===== src/include/cfgsr_pkg.sv =====
// Purpose: Constants and types shared by the configuration save/restore block
// Assumes: Object address is {index[15:0], subindex[7:0]}
// Notes: Category mask bit order is comm, app, customer, drive, tuning
package cfgsr_pkg;
    localparam int ADDR_W = 24;
    localparam int CAT_W = 5;
    localparam int SUB_N = 6;

    localparam logic [15:0] IDX_STORE = 16'h1010;
    localparam logic [15:0] IDX_RESTORE = 16'h1011;
    localparam logic [15:0] IDX_MARKER = 16'h1020;
    localparam logic [15:0] IDX_REBOOT = 16'h2800;

    localparam logic [7:0] SUB_ALL = 8'h01;
    localparam logic [7:0] SUB_COMM = 8'h02;
    localparam logic [7:0] SUB_TUNE = 8'h06;
    localparam logic [7:0] SUB_LAST = 8'h06;
    localparam logic [7:0] SUB_DATE = 8'h01;
    localparam logic [7:0] SUB_TIME = 8'h02;
    localparam logic [7:0] SUB_BOOT = 8'h01;

    localparam logic [31:0] MAGIC_SAVE = 32'h65766173;
    localparam logic [31:0] MAGIC_LOAD = 32'h64616f6c;
    localparam logic [31:0] MAGIC_BOOT = 32'h746f6f62;
    localparam logic [31:0] SAVE_DONE_WORD = 32'h00000001;
    localparam logic [31:0] MARKER_RST = 32'h00000000;
    localparam logic [31:0] STORE_RST = 32'h00000000;

    localparam logic [4:0] CAT_SAVE_ALL = 5'h1f;
    localparam logic [4:0] CAT_DISC_ALL = 5'h0f;
    localparam logic [4:0] CAT_COMM = 5'h01;
    localparam logic [4:0] CAT_TUNE = 5'h10;

    typedef enum logic [1:0] {
        CFGSR_IDLE = 2'b00,
        CFGSR_BUSY = 2'b01,
        CFGSR_DONE = 2'b10
    } cfgsr_seq_t;

    // Subindex 1 picks the caller's notion of all; 2..6 pick one category
    function automatic logic [4:0] cfgsr_sub_cat(input logic [7:0] sub, input logic [4:0] all);
        logic [4:0] m;
        m = 5'h00;
        case (sub)
            8'h01: m = all;
            8'h02: m = 5'h01;
            8'h03: m = 5'h02;
            8'h04: m = 5'h04;
            8'h05: m = 5'h08;
            8'h06: m = 5'h10;
            default: m = 5'h00;
        endcase
        return m;
    endfunction : cfgsr_sub_cat
endpackage : cfgsr_pkg


===== src/verilog/cfgsr_save_seq.sv =====
// Purpose: Runs one save of a category mask against the nonvolatile store
// Assumes: nv_done_i is a one-cycle pulse from logic on the same clock
// Notes: A start while busy is ignored; the caller checks busy_o first
`timescale 1ns/10ps
`default_nettype none
module cfgsr_save_seq (
    input wire logic clk_i,
    input wire logic reset_i,
    input wire logic start_i,
    input wire logic [4:0] mask_i,
    input wire logic nv_done_i,
    output logic busy_o,
    output logic [4:0] nv_save_o,
    output logic done_o
);
    cfgsr_pkg::cfgsr_seq_t state_r;
    logic [4:0] mask_r;

    always_ff @(posedge clk_i) begin
        if (reset_i) begin
            state_r <= cfgsr_pkg::CFGSR_IDLE;
        end else begin
            case (state_r)
                cfgsr_pkg::CFGSR_IDLE: if (start_i) state_r <= cfgsr_pkg::CFGSR_BUSY;
                cfgsr_pkg::CFGSR_BUSY: if (nv_done_i) state_r <= cfgsr_pkg::CFGSR_DONE;
                cfgsr_pkg::CFGSR_DONE: state_r <= cfgsr_pkg::CFGSR_IDLE;
                default: state_r <= cfgsr_pkg::CFGSR_IDLE;
            endcase
        end
    end

    // Request stays up until the store answers, so a slow store simply stretches it
    always_ff @(posedge clk_i) begin
        if (reset_i) begin
            mask_r <= 5'h00;
        end else if (state_r == cfgsr_pkg::CFGSR_IDLE && start_i) begin
            mask_r <= mask_i;
        end else if (state_r == cfgsr_pkg::CFGSR_BUSY && nv_done_i) begin
            mask_r <= 5'h00;
        end
    end

    assign nv_save_o = mask_r;
    assign busy_o = (state_r != cfgsr_pkg::CFGSR_IDLE);
    assign done_o = (state_r == cfgsr_pkg::CFGSR_DONE);

    property p_seq_hold;
        @(posedge clk_i) disable iff (reset_i)
        (state_r == cfgsr_pkg::CFGSR_BUSY && !nv_done_i) |=> $stable(nv_save_o) && busy_o;
    endproperty
    a_seq_hold: assert property (p_seq_hold) else $error("save request dropped early");

    property p_seq_done;
        @(posedge clk_i) disable iff (reset_i)
        (state_r == cfgsr_pkg::CFGSR_BUSY && nv_done_i) |=> done_o ##1 !busy_o;
    endproperty
    a_seq_done: assert property (p_seq_done) else $error("save completion not signalled");
endmodule : cfgsr_save_seq
`default_nettype wire


===== src/verilog/cfgsr_top.sv =====
// Purpose: Save, discard, restart and modification-marker control of the configuration store
// Assumes: Object address is {index, subindex}; one strobe at a time; same-clock partners
// Notes: Active values other than the marker live outside; this block sequences the store and the restart and holds the marker
// What this block and its master do
// Load word on a category discard subindex discards that category's stored objects.
// Discard on subindex 1 restores factory settings for all categories except tuning.
// Discard leaves active values alone; they take effect only after a restart.
// Boot word written to reboot subindex 1 restarts the controller.
// Tuning objects are discarded only via the tuning subindex.
// Marker date and time accept writes and are stored by a save-all.
// Writes to savable objects clear the marker, except save-all and marker writes.
// Master configures, writes the marker, then issues save-all.
// After restart the master treats a zero marker as a modified configuration.
// A marker differing from the expected one means unexpected saved values.
// A finished save overwrites its save subindex with the value one.
// Discard subindices 2..5 map comm, app, customer, drive; 6 tuning; 1 all.
`timescale 1ns/10ps
`default_nettype none
module cfgsr_top (
    input wire logic clk_i,
    input wire logic reset_i,
    input wire logic [23:0] addr_i,
    input wire logic [31:0] wdata_i,
    input wire logic wr_i,
    input wire logic rd_i,
    output logic [31:0] rdata_o,
    input wire logic savable_wr_i,
    input wire logic nv_done_i,
    output logic [4:0] nv_save_o,
    output logic [4:0] nv_discard_o,
    output logic [4:0] discard_pending_o,
    output logic save_busy_o,
    output logic restart_o
);
    logic [15:0] idx;
    logic [7:0] sub;
    logic sub_ok;
    logic wr_store;
    logic wr_restore;
    logic wr_marker;
    logic wr_reboot;
    logic save_start;
    logic save_fin;
    logic disc_go;
    logic marker_clr;
    logic [2:0] wr_slot;
    logic [2:0] save_slot_r;
    logic [7:0] save_sub_r;
    logic [31:0] store_val_r [0:5];
    logic [31:0] date_r;
    logic [31:0] time_r;
    logic [31:0] snap_date_r;
    logic [31:0] snap_time_r;
    logic [31:0] kept_date_r;
    logic [31:0] kept_time_r;
    logic [4:0] pending_r;
    logic [4:0] discard_r;
    logic restart_r;
    logic [31:0] rdata_r;
    logic [31:0] done_val;

    assign idx = addr_i[23:8];
    assign sub = addr_i[7:0];
    assign sub_ok = (sub >= cfgsr_pkg::SUB_ALL) && (sub <= cfgsr_pkg::SUB_LAST);
    assign wr_slot = 3'(sub - cfgsr_pkg::SUB_ALL);
    assign wr_store = wr_i && idx == cfgsr_pkg::IDX_STORE && sub_ok;
    assign wr_restore = wr_i && idx == cfgsr_pkg::IDX_RESTORE && sub_ok;
    assign wr_marker = wr_i && idx == cfgsr_pkg::IDX_MARKER;
    assign wr_reboot = wr_i && idx == cfgsr_pkg::IDX_REBOOT && sub == cfgsr_pkg::SUB_BOOT;
    assign save_start = wr_store && wdata_i == cfgsr_pkg::MAGIC_SAVE && !save_busy_o;
    assign disc_go = wr_restore && wdata_i == cfgsr_pkg::MAGIC_LOAD;
    // Save-all and the marker itself leave the marker intact
    assign marker_clr = savable_wr_i || (wr_store && sub != cfgsr_pkg::SUB_ALL);

    cfgsr_save_seq u_seq (
        .clk_i(clk_i),
        .reset_i(reset_i),
        .start_i(save_start),
        .mask_i(cfgsr_pkg::cfgsr_sub_cat(sub, cfgsr_pkg::CAT_SAVE_ALL)),
        .nv_done_i(nv_done_i),
        .busy_o(save_busy_o),
        .nv_save_o(nv_save_o),
        .done_o(save_fin)
    );

    always_ff @(posedge clk_i) begin
        if (reset_i) begin
            save_slot_r <= 3'h0;
            save_sub_r <= 8'h00;
        end else if (save_start) begin
            save_slot_r <= wr_slot;
            save_sub_r <= sub;
        end
    end

    // Completion overwrite wins over a software write in the same cycle
    always_ff @(posedge clk_i) begin
        if (reset_i) begin
            for (int i = 0; i < cfgsr_pkg::SUB_N; i++) begin
                store_val_r[i] <= cfgsr_pkg::STORE_RST;
            end
        end else begin
            if (wr_store) begin
                store_val_r[wr_slot] <= wdata_i;
            end
            if (save_fin) begin
                store_val_r[save_slot_r] <= cfgsr_pkg::SAVE_DONE_WORD;
            end
        end
    end

    // Active marker; a restart reloads it from the stored copy
    always_ff @(posedge clk_i) begin
        if (reset_i) begin
            date_r <= cfgsr_pkg::MARKER_RST;
            time_r <= cfgsr_pkg::MARKER_RST;
        end else if (restart_r) begin
            date_r <= kept_date_r;
            time_r <= kept_time_r;
        end else if (marker_clr) begin
            date_r <= cfgsr_pkg::MARKER_RST;
            time_r <= cfgsr_pkg::MARKER_RST;
        end else if (wr_marker && sub == cfgsr_pkg::SUB_DATE) begin
            date_r <= wdata_i;
        end else if (wr_marker && sub == cfgsr_pkg::SUB_TIME) begin
            time_r <= wdata_i;
        end
    end

    // Snapshot at start so marker writes during a long save do not leak in
    always_ff @(posedge clk_i) begin
        if (reset_i) begin
            snap_date_r <= cfgsr_pkg::MARKER_RST;
            snap_time_r <= cfgsr_pkg::MARKER_RST;
        end else if (save_start && sub == cfgsr_pkg::SUB_ALL) begin
            snap_date_r <= date_r;
            snap_time_r <= time_r;
        end
    end

    // Stored marker belongs to the communication category
    always_ff @(posedge clk_i) begin
        if (reset_i) begin
            kept_date_r <= cfgsr_pkg::MARKER_RST;
            kept_time_r <= cfgsr_pkg::MARKER_RST;
        end else if (save_fin && save_sub_r == cfgsr_pkg::SUB_ALL) begin
            kept_date_r <= snap_date_r;
            kept_time_r <= snap_time_r;
        end else if (disc_go && (cfgsr_pkg::cfgsr_sub_cat(sub, cfgsr_pkg::CAT_DISC_ALL)
                     & cfgsr_pkg::CAT_COMM) != 5'h00) begin
            kept_date_r <= cfgsr_pkg::MARKER_RST;
            kept_time_r <= cfgsr_pkg::MARKER_RST;
        end
    end

    // Discard hits the store now; active values wait for the restart
    always_ff @(posedge clk_i) begin
        if (reset_i) begin
            discard_r <= 5'h00;
        end else if (disc_go) begin
            discard_r <= cfgsr_pkg::cfgsr_sub_cat(sub, cfgsr_pkg::CAT_DISC_ALL);
        end else begin
            discard_r <= 5'h00;
        end
    end

    always_ff @(posedge clk_i) begin
        if (reset_i) begin
            pending_r <= 5'h00;
        end else if (restart_r) begin
            // A discard landing in the restart cycle outlives that restart: the set wins
            pending_r <= disc_go ? cfgsr_pkg::cfgsr_sub_cat(sub, cfgsr_pkg::CAT_DISC_ALL)
                                 : 5'h00;
        end else if (disc_go) begin
            pending_r <= pending_r | cfgsr_pkg::cfgsr_sub_cat(sub, cfgsr_pkg::CAT_DISC_ALL);
        end
    end

    always_ff @(posedge clk_i) begin
        if (reset_i) begin
            restart_r <= 1'b0;
        end else begin
            restart_r <= wr_reboot && wdata_i == cfgsr_pkg::MAGIC_BOOT;
        end
    end

    always_ff @(posedge clk_i) begin
        if (reset_i) begin
            rdata_r <= 32'h00000000;
        end else if (rd_i) begin
            if (idx == cfgsr_pkg::IDX_STORE && sub_ok) begin
                rdata_r <= store_val_r[wr_slot];
            end else if (idx == cfgsr_pkg::IDX_RESTORE && sub_ok) begin
                rdata_r <= {27'h0000000, pending_r & cfgsr_pkg::cfgsr_sub_cat(sub, 5'h1f)};
            end else if (idx == cfgsr_pkg::IDX_MARKER && sub == cfgsr_pkg::SUB_DATE) begin
                rdata_r <= date_r;
            end else if (idx == cfgsr_pkg::IDX_MARKER && sub == cfgsr_pkg::SUB_TIME) begin
                rdata_r <= time_r;
            end else begin
                rdata_r <= 32'h00000000;
            end
        end else begin
            rdata_r <= 32'h00000000;
        end
    end

    assign rdata_o = rdata_r;
    assign nv_discard_o = discard_r;
    assign discard_pending_o = pending_r;
    assign restart_o = restart_r;
    assign done_val = store_val_r[save_slot_r];

    property p_disc_cat;
        @(posedge clk_i) disable iff (reset_i)
        (disc_go && sub == cfgsr_pkg::SUB_COMM) |=> nv_discard_o == 5'h01
            ##1 (nv_discard_o == 5'h00 || $past(disc_go));
    endproperty
    a_disc_cat: assert property (p_disc_cat) else $error("category discard wrong");

    property p_disc_all;
        @(posedge clk_i) disable iff (reset_i)
        (disc_go && sub == cfgsr_pkg::SUB_ALL) |=> nv_discard_o == 5'h0f;
    endproperty
    a_disc_all: assert property (p_disc_all) else $error("discard-all mask wrong");

    property p_tune_only;
        @(posedge clk_i) disable iff (reset_i)
        nv_discard_o[4] |-> $past(sub) == cfgsr_pkg::SUB_TUNE && $past(wr_i);
    endproperty
    a_tune_only: assert property (p_tune_only) else $error("tuning discarded by other subindex");

    property p_pend_hold;
        @(posedge clk_i) disable iff (reset_i)
        (pending_r != 5'h00 && !restart_r && !wr_marker && !marker_clr) |=> pending_r != 5'h00
            && $stable(date_r) && $stable(time_r);
    endproperty
    a_pend_hold: assert property (p_pend_hold) else $error("discard took effect before restart");

    property p_boot;
        @(posedge clk_i) disable iff (reset_i)
        (wr_reboot && wdata_i == cfgsr_pkg::MAGIC_BOOT) |=> restart_o
            ##1 (pending_r & ~nv_discard_o) == 5'h00;
    endproperty
    a_boot: assert property (p_boot) else $error("boot word did not restart");

    property p_keep;
        @(posedge clk_i) disable iff (reset_i)
        (save_fin && save_sub_r == cfgsr_pkg::SUB_ALL) |=> kept_date_r == $past(snap_date_r)
            && kept_time_r == $past(snap_time_r);
    endproperty
    a_keep: assert property (p_keep) else $error("save-all did not keep marker");

    property p_clr;
        @(posedge clk_i) disable iff (reset_i)
        (savable_wr_i && !restart_r) |=> date_r == 32'h0 && time_r == 32'h0;
    endproperty
    a_clr: assert property (p_clr) else $error("marker not cleared");

    property p_done;
        @(posedge clk_i) disable iff (reset_i)
        save_fin |=> done_val == cfgsr_pkg::SAVE_DONE_WORD;
    endproperty
    a_done: assert property (p_done) else $error("save subindex not set to one");

    c_save_all: cover property (@(posedge clk_i) save_fin && save_sub_r == cfgsr_pkg::SUB_ALL);
    c_disc_tune: cover property (@(posedge clk_i) nv_discard_o == 5'h10);
    c_restart: cover property (@(posedge clk_i) restart_o && pending_r != 5'h00);
endmodule : cfgsr_top
`default_nettype wire


===== config.mk =====
export PLATFORM = sky130hd
export DESIGN_NAME = cfgsr_top
export DESIGN_NICKNAME = d
export VERILOG_FILES = /design/src/include/cfgsr_pkg.sv /design/src/verilog/cfgsr_save_seq.sv /design/src/verilog/cfgsr_top.sv
export SDC_FILE = /design/constraint.sdc
export NUM_CORES = 1
export LEC_CHECK = 0
export BUFFER_PORTS_ARGS = -buffer_cell sky130_fd_sc_hd__clkbuf_2
export CAP_MARGIN = 20
export CORE_MARGIN = 4
export CORE_UTILIZATION = 60
export CTS_CLUSTER_SIZE = 16
export DETAILED_ROUTE_END_ITERATION = 12
export PLACE_DENSITY = 0.78
export SLEW_MARGIN = 20
export SYNTH_ARGS = -nofsm -noshare
export SYNTH_HDL_FRONTEND = slang
export SYNTH_SLANG_ARGS = --single-unit

===== constraint.sdc =====
create_clock -name clk_i -period 3.35 [get_ports clk_i]
set_clock_uncertainty 0.1 [all_clocks]
set_input_delay 0 -clock clk_i [delete_from_list [all_inputs] [get_ports clk_i]]
set_output_delay 0 -clock clk_i [all_outputs]
set_load 0.03 [all_outputs]

After elaboration in Yosys (flattened, before gate mapping)
Memories as Yosys holds them, arrays and structs flattened.
Cells that the tools add are included.
Widths: inputs -> output; s select.

cells by class
  add/subtract/negate cells = 1
  $lt $le $gt $ge = 2
  eq/ne operators = 20
  multiplexer cells = 47
  bitwise logic cells = 3
  reduce and logical (&&, ||, !) cells = 38

operators by type and width
  kind                  number
  $mux 32               16
  $eq 32x31->1 const B  3
  $reduce_or 32->1      2
  $mux 5                12
  $pmux 5 s6            2
  $eq 16x13->1 const B  3
  $eq 8x3->1 const B    3
  $logic_and 1x1->1     24
  $eq 16x14->1 const B  1
  $eq 8x1->1 const B    2
  $eq 8x2->1 const B    2
  $mux 1                12
  $ge 8x1->1 const B    1
  $le 8x3->1 const B    1
  $ne 8x1->1 const B    1
  $reduce_bool 2->1     4
  $mux 3                2
  $reduce_bool 3->1     2
  $and 5x5->5           1
  $or 5x5->5            1
  $mux 2                2
  $ne 2x2->1 const B    2
  $pmux 2 s2            1
  $reduce_and 2->1      2
  other kinds (9)       9

storage, ports and cells
  bits in registers = 253
  bits in writable memories = 192
  input bits = 62
  logic and storage cells = 126
  memories kept = 1

memory list
  memory       depth  width  read ports  clocked after Yosys merged registers in  write ports  line             RTL
  store_val_r  6      32     1           0                                        6            cfgsr_top.sv:49  logic [31:0] store_val_r [0:5];

Depth between registers and ports, before layout
Gate-level depths: netlist of the first run.

  depth after elaboration = 10
  depth in mapped cells = 12
  gate-level depth less buffers = 8

Modules after synthesis
Synthesis of the first run repeated with hierarchy kept, for this count alone.

unflattened totals
  cell total of the unflattened synthesis = 2293
  area, all modules = 21498.1 sq um

by module, submodules not included
  module          times used  cells an instance  area an instance (sq um)
  cfgsr_top       1           2270               21229.1
  cfgsr_save_seq  1           23                 269.0

Worst setup path after synthesis of the first run
No wires, ideal clock.

  path kind = input to register
  from = in addr_i[0]
  to = reg rdata_r[19], in the netlist rdata_o[19]
  library setup time = 0.128 ns
  data arrival time = 2.489 ns
  slack = 0.633 ns
  stages on the path = 10
  cell sequence = buf_2 -> clkinv_1 -> ha_1 -> buf_1 -> clkbuf_1 -> mux4_2 -> nand2_1 -> nand2_1 -> a222oi_1 -> nor2_1

on the way
  elaborated cells between the ends (all ways) = 15

RTL lines
  element               line              RTL
  start, declared       cfgsr_top.sv:22   input wire logic [23:0] addr_i,
  $sub 3x1->3           cfgsr_top.sv:65   assign wr_slot = 3'(sub - cfgsr_pkg::SUB_ALL);
  net wr_slot[0]        cfgsr_top.sv:46   logic [2:0] wr_slot;
  $mem_v2 6x32          -
  $mux 32               cfgsr_top.sv:191  if (idx == cfgsr_pkg::IDX_STORE && sub_ok) begin
  end signal, assigned  cfgsr_top.sv:192  rdata_r <= store_val_r[wr_slot];
  end signal, assigned  cfgsr_top.sv:194  rdata_r <= {27'h0000000, pending_r & cfgsr_pkg::cfgsr_sub_cat(sub, 5'h1f)};
  end signal, assigned  cfgsr_top.sv:196  rdata_r <= date_r;
  end, declared         cfgsr_top.sv:59   logic [31:0] rdata_r;

The timed path passes the listed nets, and every way through them passes these cells.
A chain may end at the register's enable or synchronous reset.

==> impl_summary.md, run 1 <==
Synthesis
The share of flip-flops with an asynchronous set or reset is 0%. The cell area after synthesis is 22060 sq um. The total nets after synthesis is 2602. Synthesis handed over a netlist of 2535 instances. The synthesized design contains 0 enable-type register cells. The Yosys step of the flow raised 0 warnings. The share of the Yosys chip area taken by registers is 46.19%. The most used flip-flop cell after synthesis is dfxtp_1.

Each instance of the synthesized netlist takes up on average 8.702 sq um. Yosys instantiated no cell more often than nand2_1. The cell type contributing the most total cell area after synthesis is dfxtp_1.

The portion of synthesized cell area occupied by the leading cell type is 46.19%. Ranked by total cell area, the synthesized netlist is headed by dfxtp_1 (46%), nand2_1 (10%), nand3b_1 (7.5%). The register bit total from synthesis is 509. The distinct cell type count after synthesis is 57. In the synthesized netlist, the cells that appear most often are nand2_1 (591), dfxtp_1 (509), a21oi_1 (286), nand3b_1 (221), clkbuf_1 (191).

Routing
The routed wire length is 69810 um. Dividing the detail-routed via count by the number of cells gives 6.596. The routed length per placed instance is 22.86 um.

The final route contains 20150 vias. The detailed-router iteration count before antenna repair is 9. The post-route antenna net violation count is 0. In the routed design, unresolved DRC markers number 0. For this block, the initial DRC count from the detailed router was 2666.

Placement
The congestion estimate from routability-driven global placement came to 0.9263. In this run the tool buffered the top-level ports with 110 buffer cells. The number of placed cells counting well taps is 2910. The placed wire-length estimate after detailed placement is 40240 um.

At the placement stage, the worst setup path has a slack of 0.3708 ns.

STA
The smallest setup slack after layout is 0.1860 ns. The max-slew violation count came to 0. The transition time at the pin with the least slew margin is 1.319 ns. The worst relative slew slack is 12.05%.

Setup repair after global routing left no endpoint under its margin. The number of hold violations in the final report is 0. The share of the clock period used by the worst path after layout is 94.45%.

The final setup TNS is 0 ns. The post-layout minimum cycle time is 3.164 ns. The number of failing setup endpoints in the final timing report is 0.

For this run, the top clock speed supported by timing is 316.1 MHz.

Cells and area
In the final layout, the share of cells above drive strength 1 is 13.32%. The final layout contains 2625 nets. The count of non-filler cells in the finished layout is 3054. The count of fill cells added during filler insertion is 2622. The fraction of the core area covered by cells at the end of the flow is 69.66%. The area growth from synthesis to layout is 13.40%.

Clock tree
The cell sitting at the root of the clock tree is a clkbuf_16. CTS saw 509 sinks. Buffers inserted during clock tree synthesis total 51.

The latest clock arrival within the worst-skew pair is 0.59 ns. The maximum buffer depth of the clock tree is 3. The clock tree synthesis step divided the H-tree into 2 levels.

After clock tree synthesis, the setup repair step added 0 buffers. TritonCTS built the clock tree. The clock slew seen by the registers of the worst setup and hold paths is 0.06 ns.

Global routing
The initial antenna violation count came to 2. The global-route usage over all layers is 33.96%. The total congestion overflow is 0.

The global-route wire length before repair is 107800 um. Entering global routing, the biggest net connects 266 pins. The via count of the first global-routing pass is 19660.

Die
The die height is 199.7 um. In this run the horizontal extent of the chip is 199.7 um. The number of rows created at floorplan is 69.

The I/O pin total is 111. The initial utilization of the core area, before any placement, comes to 61.42%. The core box area is 35910 sq um. The die covers 39900 sq um.

Worst hold path
The worst hold path cell count is 5. The class of the most critical hold timing path is in -> reg.

Setup path
The cell seen most often among critical-path stages is dlygate4sd3_1. On the critical path, the stage with the largest delay is an instance of dlygate4sd3_1. The critical path runs through a total of 11 cells.

Broken down by cell family, the worst path's largest delay share belongs to buffers and inverters. The maximum fanout encountered on the critical timing path is 23. The nature of the critical path endpoint is a register.

STA puts the critical path data required time at 3.70 ns. The count of buffering cells on the critical path with inverters included is 5. The data arrival time at the worst-slack endpoint is 3.52 ns. STA classifies the critical path startpoint as a primary input. The critical setup path kind is in -> reg. Traced cell by cell, the critical path runs through dlygate4sd3_1 -> clkbuf_2 -> nor4_4 -> dlygate4sd3_1 -> nand2b_2 -> nor3_2 -> buf_4 -> nand4_1 -> buf_12 -> nand3b_1 -> a21oi_1. On the worst path, the slowest cell contributes a delay of 0.71 ns.

The number of cells traversed by the worst register-to-register path is 8.

Flow run
Max-cap violations in this run came to 0.

Power
The worst-case IR drop observed on VDD is 0.0003228 V. The power density of the placed cells is 493.1 nW/um^2. Overall power consumption after layout is estimated at 12330 uW. The static leakage is 0.008555 uW.

Run status
The flow ran to the end, and the final reports show no timing, DRC or antenna violations.
[repair_timing]
| item | in CTS | in global routing |
|---|---|---|
| setup endpoints to repair | 0 | 154 |
| resized for setup | 0 | 2 |
| hold endpoints to repair | 370 | 0 |
| hold buffers | 56 | 0 |
[worst reg2reg max path, cell delays in order (launching register included)]
cell and delay (ns):
dfxtp_1 0.33, or2_2 0.35, nor3_1 0.19, nor4b_1 0.24, buf_4 0.19, and2_1 0.36, nand2_1 0.11, a21oi_1 0.14
dlygate4sd3_1 0.57
[layer usage]
metal  track usage [%]  vias to the layer above  share of wire [%]
li1                  -                     8920                  -
met1             43.63                     9687                 38
met2             55.41                     1277                 47
met3             6.949                      259                 11
met4             16.05                        2                4.6
met5                 0                        -              0.072
[cells in the final DEF (no fill, tap or decap), drive strengths merged, types with 64 or more instances in the layout]
master and n:
o32ai 64, a21oi 286, nand2 591, o21ai 70, a221oi 64, dfxtp 509
inv 100, nor2 93, nand3b 221, clkbuf 187, mux4 64
[through the flow]
stage / hold WS (ns) / instance area [sq um]
4_1_cts: 0.007088 / 25000
3_3_place_gp: 0.1488 / 22840
5_1_grt: 0.05772 / 25010
6_report: 0.03221 / 25020
3_5_place_dp: 0.1588 / 22840
2_1_floorplan: 0.04032 / 22060
[report_power, final]
| group | leakage [uW] | total [uW] | internal [uW] | switching, uW |
|---|---|---|---|---|
| Sequential | 0.00411 | 6120 | 6090 | 31.6 |
| Clock | 0.000782 | 5550 | 3230 | 2320 |
| Combinational | 0.00366 | 660 | 234 | 426 |
| Total | 0.00856 | 12300 | 9550 | 2780 |
[state kept, by name, summed over array words and instances, names as in the netlist]
| name | count |
|---|---|
| store_val_r | 256 |
| date_r | 32 |
| kept_date_r | 32 |
| kept_time_r | 32 |
| rdata_o | 32 |
| snap_date_r | 32 |
| snap_time_r | 32 |
| time_r | 32 |
| save_sub_r | 8 |
| discard_pending_o | 5 |
| nv_discard_o | 5 |
| u_seq.nv_save_o | 5 |
| save_slot_r | 3 |
| u_seq.state_r | 2 |
| restart_o | 1 |
[area by class of cell]
| cell class | count | area, sq um | share of cell area, % |
|---|---|---|---|
| Sequential cell | 509 | 10190 | 40.74 |
| Inverter | 101 | 379.1 | 1.515 |
| Clock buffer | 79 | 1514 | 6.052 |
| Antenna cell | 3 | 7.507 | 0.03001 |
| Timing Repair Buffer | 225 | 1742 | 6.962 |
| Clock inverter | 6 | 80.08 | 0.3201 |
| Tap cell | 461 | 576.8 | 2.306 |
| Multi-Input combinational cell | 1670 | 10530 | 42.08 |
[cell families (layout without fill, tap and decap cells)]
| family | after synthesis | in the layout | synth area share [%] |
|---|---|---|---|
| xor gates and xnor gates | 2 | 2 | 0.07942 |
| buffers and inverters | 356 | 411 | 6.625 |
| adders and majority gates | 5 | 5 | 0.2836 |
| DFF | 509 | 509 | 46.19 |
| muxes | 70 | 70 | 6.806 |
| and+or+nand+nor | 1023 | 1023 | 23.19 |
| AOI/OAI and AO/OA | 570 | 570 | 16.82 |
| other | 0 | 3 | 0 |
[path summary, 6_finish.rpt]
path | startpoint | to | slack, ns
hold reg to reg | snap_time_r[5] | snap_time_r[5] | 0.35
setup / recovery | addr_i[6] | store_val_r[0][18] | 0.19
hold / removal | addr_i[15] | rdata_o[4] | 0.03
setup reg to reg | u_seq.state_r[1] | save_sub_r[1] | 0.73
Note: power is estimated with default switching activity, not from simulation.
==> run 2, diff against run 1 <==
- HOLD_SLACK_MARGIN: not set -> 0.1
==> impl_summary.md, run 2 (synthesized netlist as in run 1, its figures left out) <==
Setup path
Traced cell by cell, the critical path runs through dlygate4sd3_1 -> clkbuf_2 -> nor4_4 -> dlygate4sd3_1 -> nand2b_2 -> nor3_2 -> buf_4 -> nand4_1 -> buf_12 -> nand3b_1 -> a21oi_1. The worst endpoint required time is 3.70 ns. The maximum fanout encountered on the critical timing path is 23. The cell seen most often among critical-path stages is dlygate4sd3_1.

The delay contributed by the slowest stage of the critical path is 0.70 ns. The category of the worst setup path launch point is a primary input. The nature of the critical path endpoint is a register. The data arrival time at the worst-slack endpoint is 3.59 ns. On the critical path, the stage with the largest delay is an instance of dlygate4sd3_1. The number of cells traversed by the worst register-to-register path is 8. The worst setup path is of the in -> reg kind.

Power
The static leakage is 0.008614 uW. The power share of the combinational group is 5.4%. The fraction of power consumed by sequential logic is 49.6%.

The clock network accounts for 45.0% of the total power. In this run the power spent charging and discharging nets is 2791 uW. The power density of the placed cells is 491.2 nW/um^2. The switching part of the total is 22.60%. The design draws 12350 uW. The worst supply voltage drop on vdd is 0.0003218 V.

Cell internal power was estimated by the tool at 9556 uW.

Routing
The post-route antenna net violation count is 0. In the final routed layout, each cell accounts on average for 22.96 um. The iteration-0 DRC count of the detailed router is 2733. The vias after detailed routing is 20210. The routed wire length is 70430 um.

The number of vias per cell is 6.586. The first detailed-routing pass ran for 7 iterations. In the routed design, unresolved DRC markers number 0.

Global routing
The total congestion overflow is 0. The global routing met2 resource utilization is 55.34%. Entering global routing, the biggest net connects 266 pins.

In the global route stage, met3 resource usage came out at 7.301%. The initial antenna violation count is 5. The via count of the first global-routing pass is 19640.

The busiest layer in global routing is met2. Global routing used 34.16% of the available tracks across all layers. Global routing used 44.22% of the available met1 tracks. The first global-routing pass estimated 108400 um of wire.

Cells and area
Cells with a size suffix above 1 make up 13.35% of the layout. The count of nets after finishing is 2635. The number of flip-flops in the largest register is 256.

The top cell types in the final layout, fill and taps aside, are nand2_1 (591), dfxtp_1 (508), a21oi_1 (286), nand3b_1 (221), clkbuf_2 (108). The register name with the most flops is store_val_r. The commonest non-fill, non-tap cell in the layout is nand2_1. Relative to the synthesized area, the layout overhead comes to 13.95%.

Placement
In this run the tool buffered the top-level ports with 110 buffer cells. Summed over all nets, the half-perimeter wirelength after detailed placement is 40240 um. The final weighted congestion in routability-driven placement is 0.9263.

Die
The initial core utilization is 61.42%. The core box area is 35910 sq um. The floorplan step defined a die boundary enclosing 39900 sq um. The floorplan step set the die width to 199.7 um.

The I/O pin total is 111. The number of rows created at floorplan is 69. In this run the vertical extent of the chip is 199.7 um.

STA
The highest attainable clock frequency is 308.6 MHz. The number of hold violations in the final report is 0. The final critical path takes up 96.72% of the cycle. The worst relative slew slack is 15.19%.

The transition time at the pin with the least slew margin is 1.272 ns. Setup repair after global routing left no endpoint under its margin. The max-slew violation count is 0. The worst path in the final design needs a cycle of 3.240 ns, including I/O delays and setup. The number of failing setup endpoints in the final timing report is 0. Adding up every negative setup slack in the final design gives 0 ns.

Clock tree
The clock sink total is 509. CTS built an H-tree with a depth of 2. The maximum buffer depth of the clock tree is 3.

The tree is rooted in a clkbuf_16. The post-CTS setup-driven buffer insertion count is 0. The number of buffers added by the clock tree synthesis step is 51. The TritonCTS clock tree is built.

Clock-pin slew was measured on the worst setup and hold paths at 0.06 ns. The latest clock arrival within the worst-skew pair is 0.59 ns.

Worst hold path
In this run the worst hold path is classified as in -> reg. Counting instances, the worst hold path has a depth of 8.

Flow run
The max-cap violation count is 0.

Run status
The run finished with clean final reports.
==> run 2: cell count changes in the layout (fill, tap and decap cells not counted) <==
cell	delta
nor4bb_1	-1
dlygate4sd3_1	+10
nand3_2	+1
diode_2	+4
nor4bb_2	+1
nand3_1	-1
==> run 2: repair_timing <==
item,CTS,global route
resized for setup,0,4
setup endpoints to repair,0,159
hold buffers,66,0
hold endpoints to repair,375,0
==> run 2: per-stage QoR <==
| stage | setup WS, ns | area (sq um) | hold slack (ns) | std cells | utilization (%) |
|---|---|---|---|---|---|
| global route | 0.01311 | 25130 | 0.2181 | 3065 | 69.97 |
| detailed placement | 0.3708 | 22840 | 0.1588 | 2910 | 63.61 |
| global placement | 0.4751 | 22840 | 0.1488 | 2910 | 63.61 |
| CTS | 0.06628 | 25100 | 0.1313 | 3061 | 69.89 |
| floorplan | 0.6332 | 22060 | 0.04032 | 2535 | - |
| finish | 0.1099 | 25140 | 0.2115 | 3068 | 69.99 |
==> run 2: power by group through the flow <==
stage          registers (uW)  logic (uW)  clock network [uW]
3_3_place_gp             6250         576                   0
2_1_floorplan            6250         387                   0
3_5_place_dp             6250         585                   0
4_1_cts                  6120         640                5570
6_report                 6120         665                5560
5_1_grt                  6120         692                5840
==> run 2: layout make-up <==
type / instances / area [sq um]
Timing Repair Buffer: 235 / 1842
Tap cell: 461 / 576.8
Multi-Input combinational cell: 1670 / 10540
Antenna cell: 7 / 17.52
Sequential cell: 509 / 10190
Inverter: 101 / 379.1
Clock buffer: 79 / 1514
Fill cell: 2612 / 10780
Clock inverter: 6 / 80.08
==> run 2: layer usage <==
layer / wire, um / up-vias / part of all wire [%]
met5: 46 / - / 0.065
met4: 3197 / 2 / 4.5
met3: 7795 / 262 / 11
met2: 33000 / 1291 / 47
met1: 26390 / 9710 / 37
li1: - / 8942 / -
==> run 2: worst paths after layout <==
| kind | start | endpoint | slack (ns) |
|---|---|---|---|
| setup / recovery | addr_i[6] | store_val_r[0][18] | 0.11 |
| hold / removal | addr_i[21] | store_val_r[4][29] | 0.21 |
| setup reg to reg | u_seq.state_r[1] | save_sub_r[1] | 0.69 |
| hold reg to reg | snap_time_r[12] | snap_time_r[12] | 0.35 |
==> run 2: critical path: cells and delay by family <==
kind | cells | cell delay, ns
buffers and inverters | 5 | 2.02
AND/OR/NAND/NOR | 5 | 1.48
AO/OA/AOI/OAI | 1 | 0.07
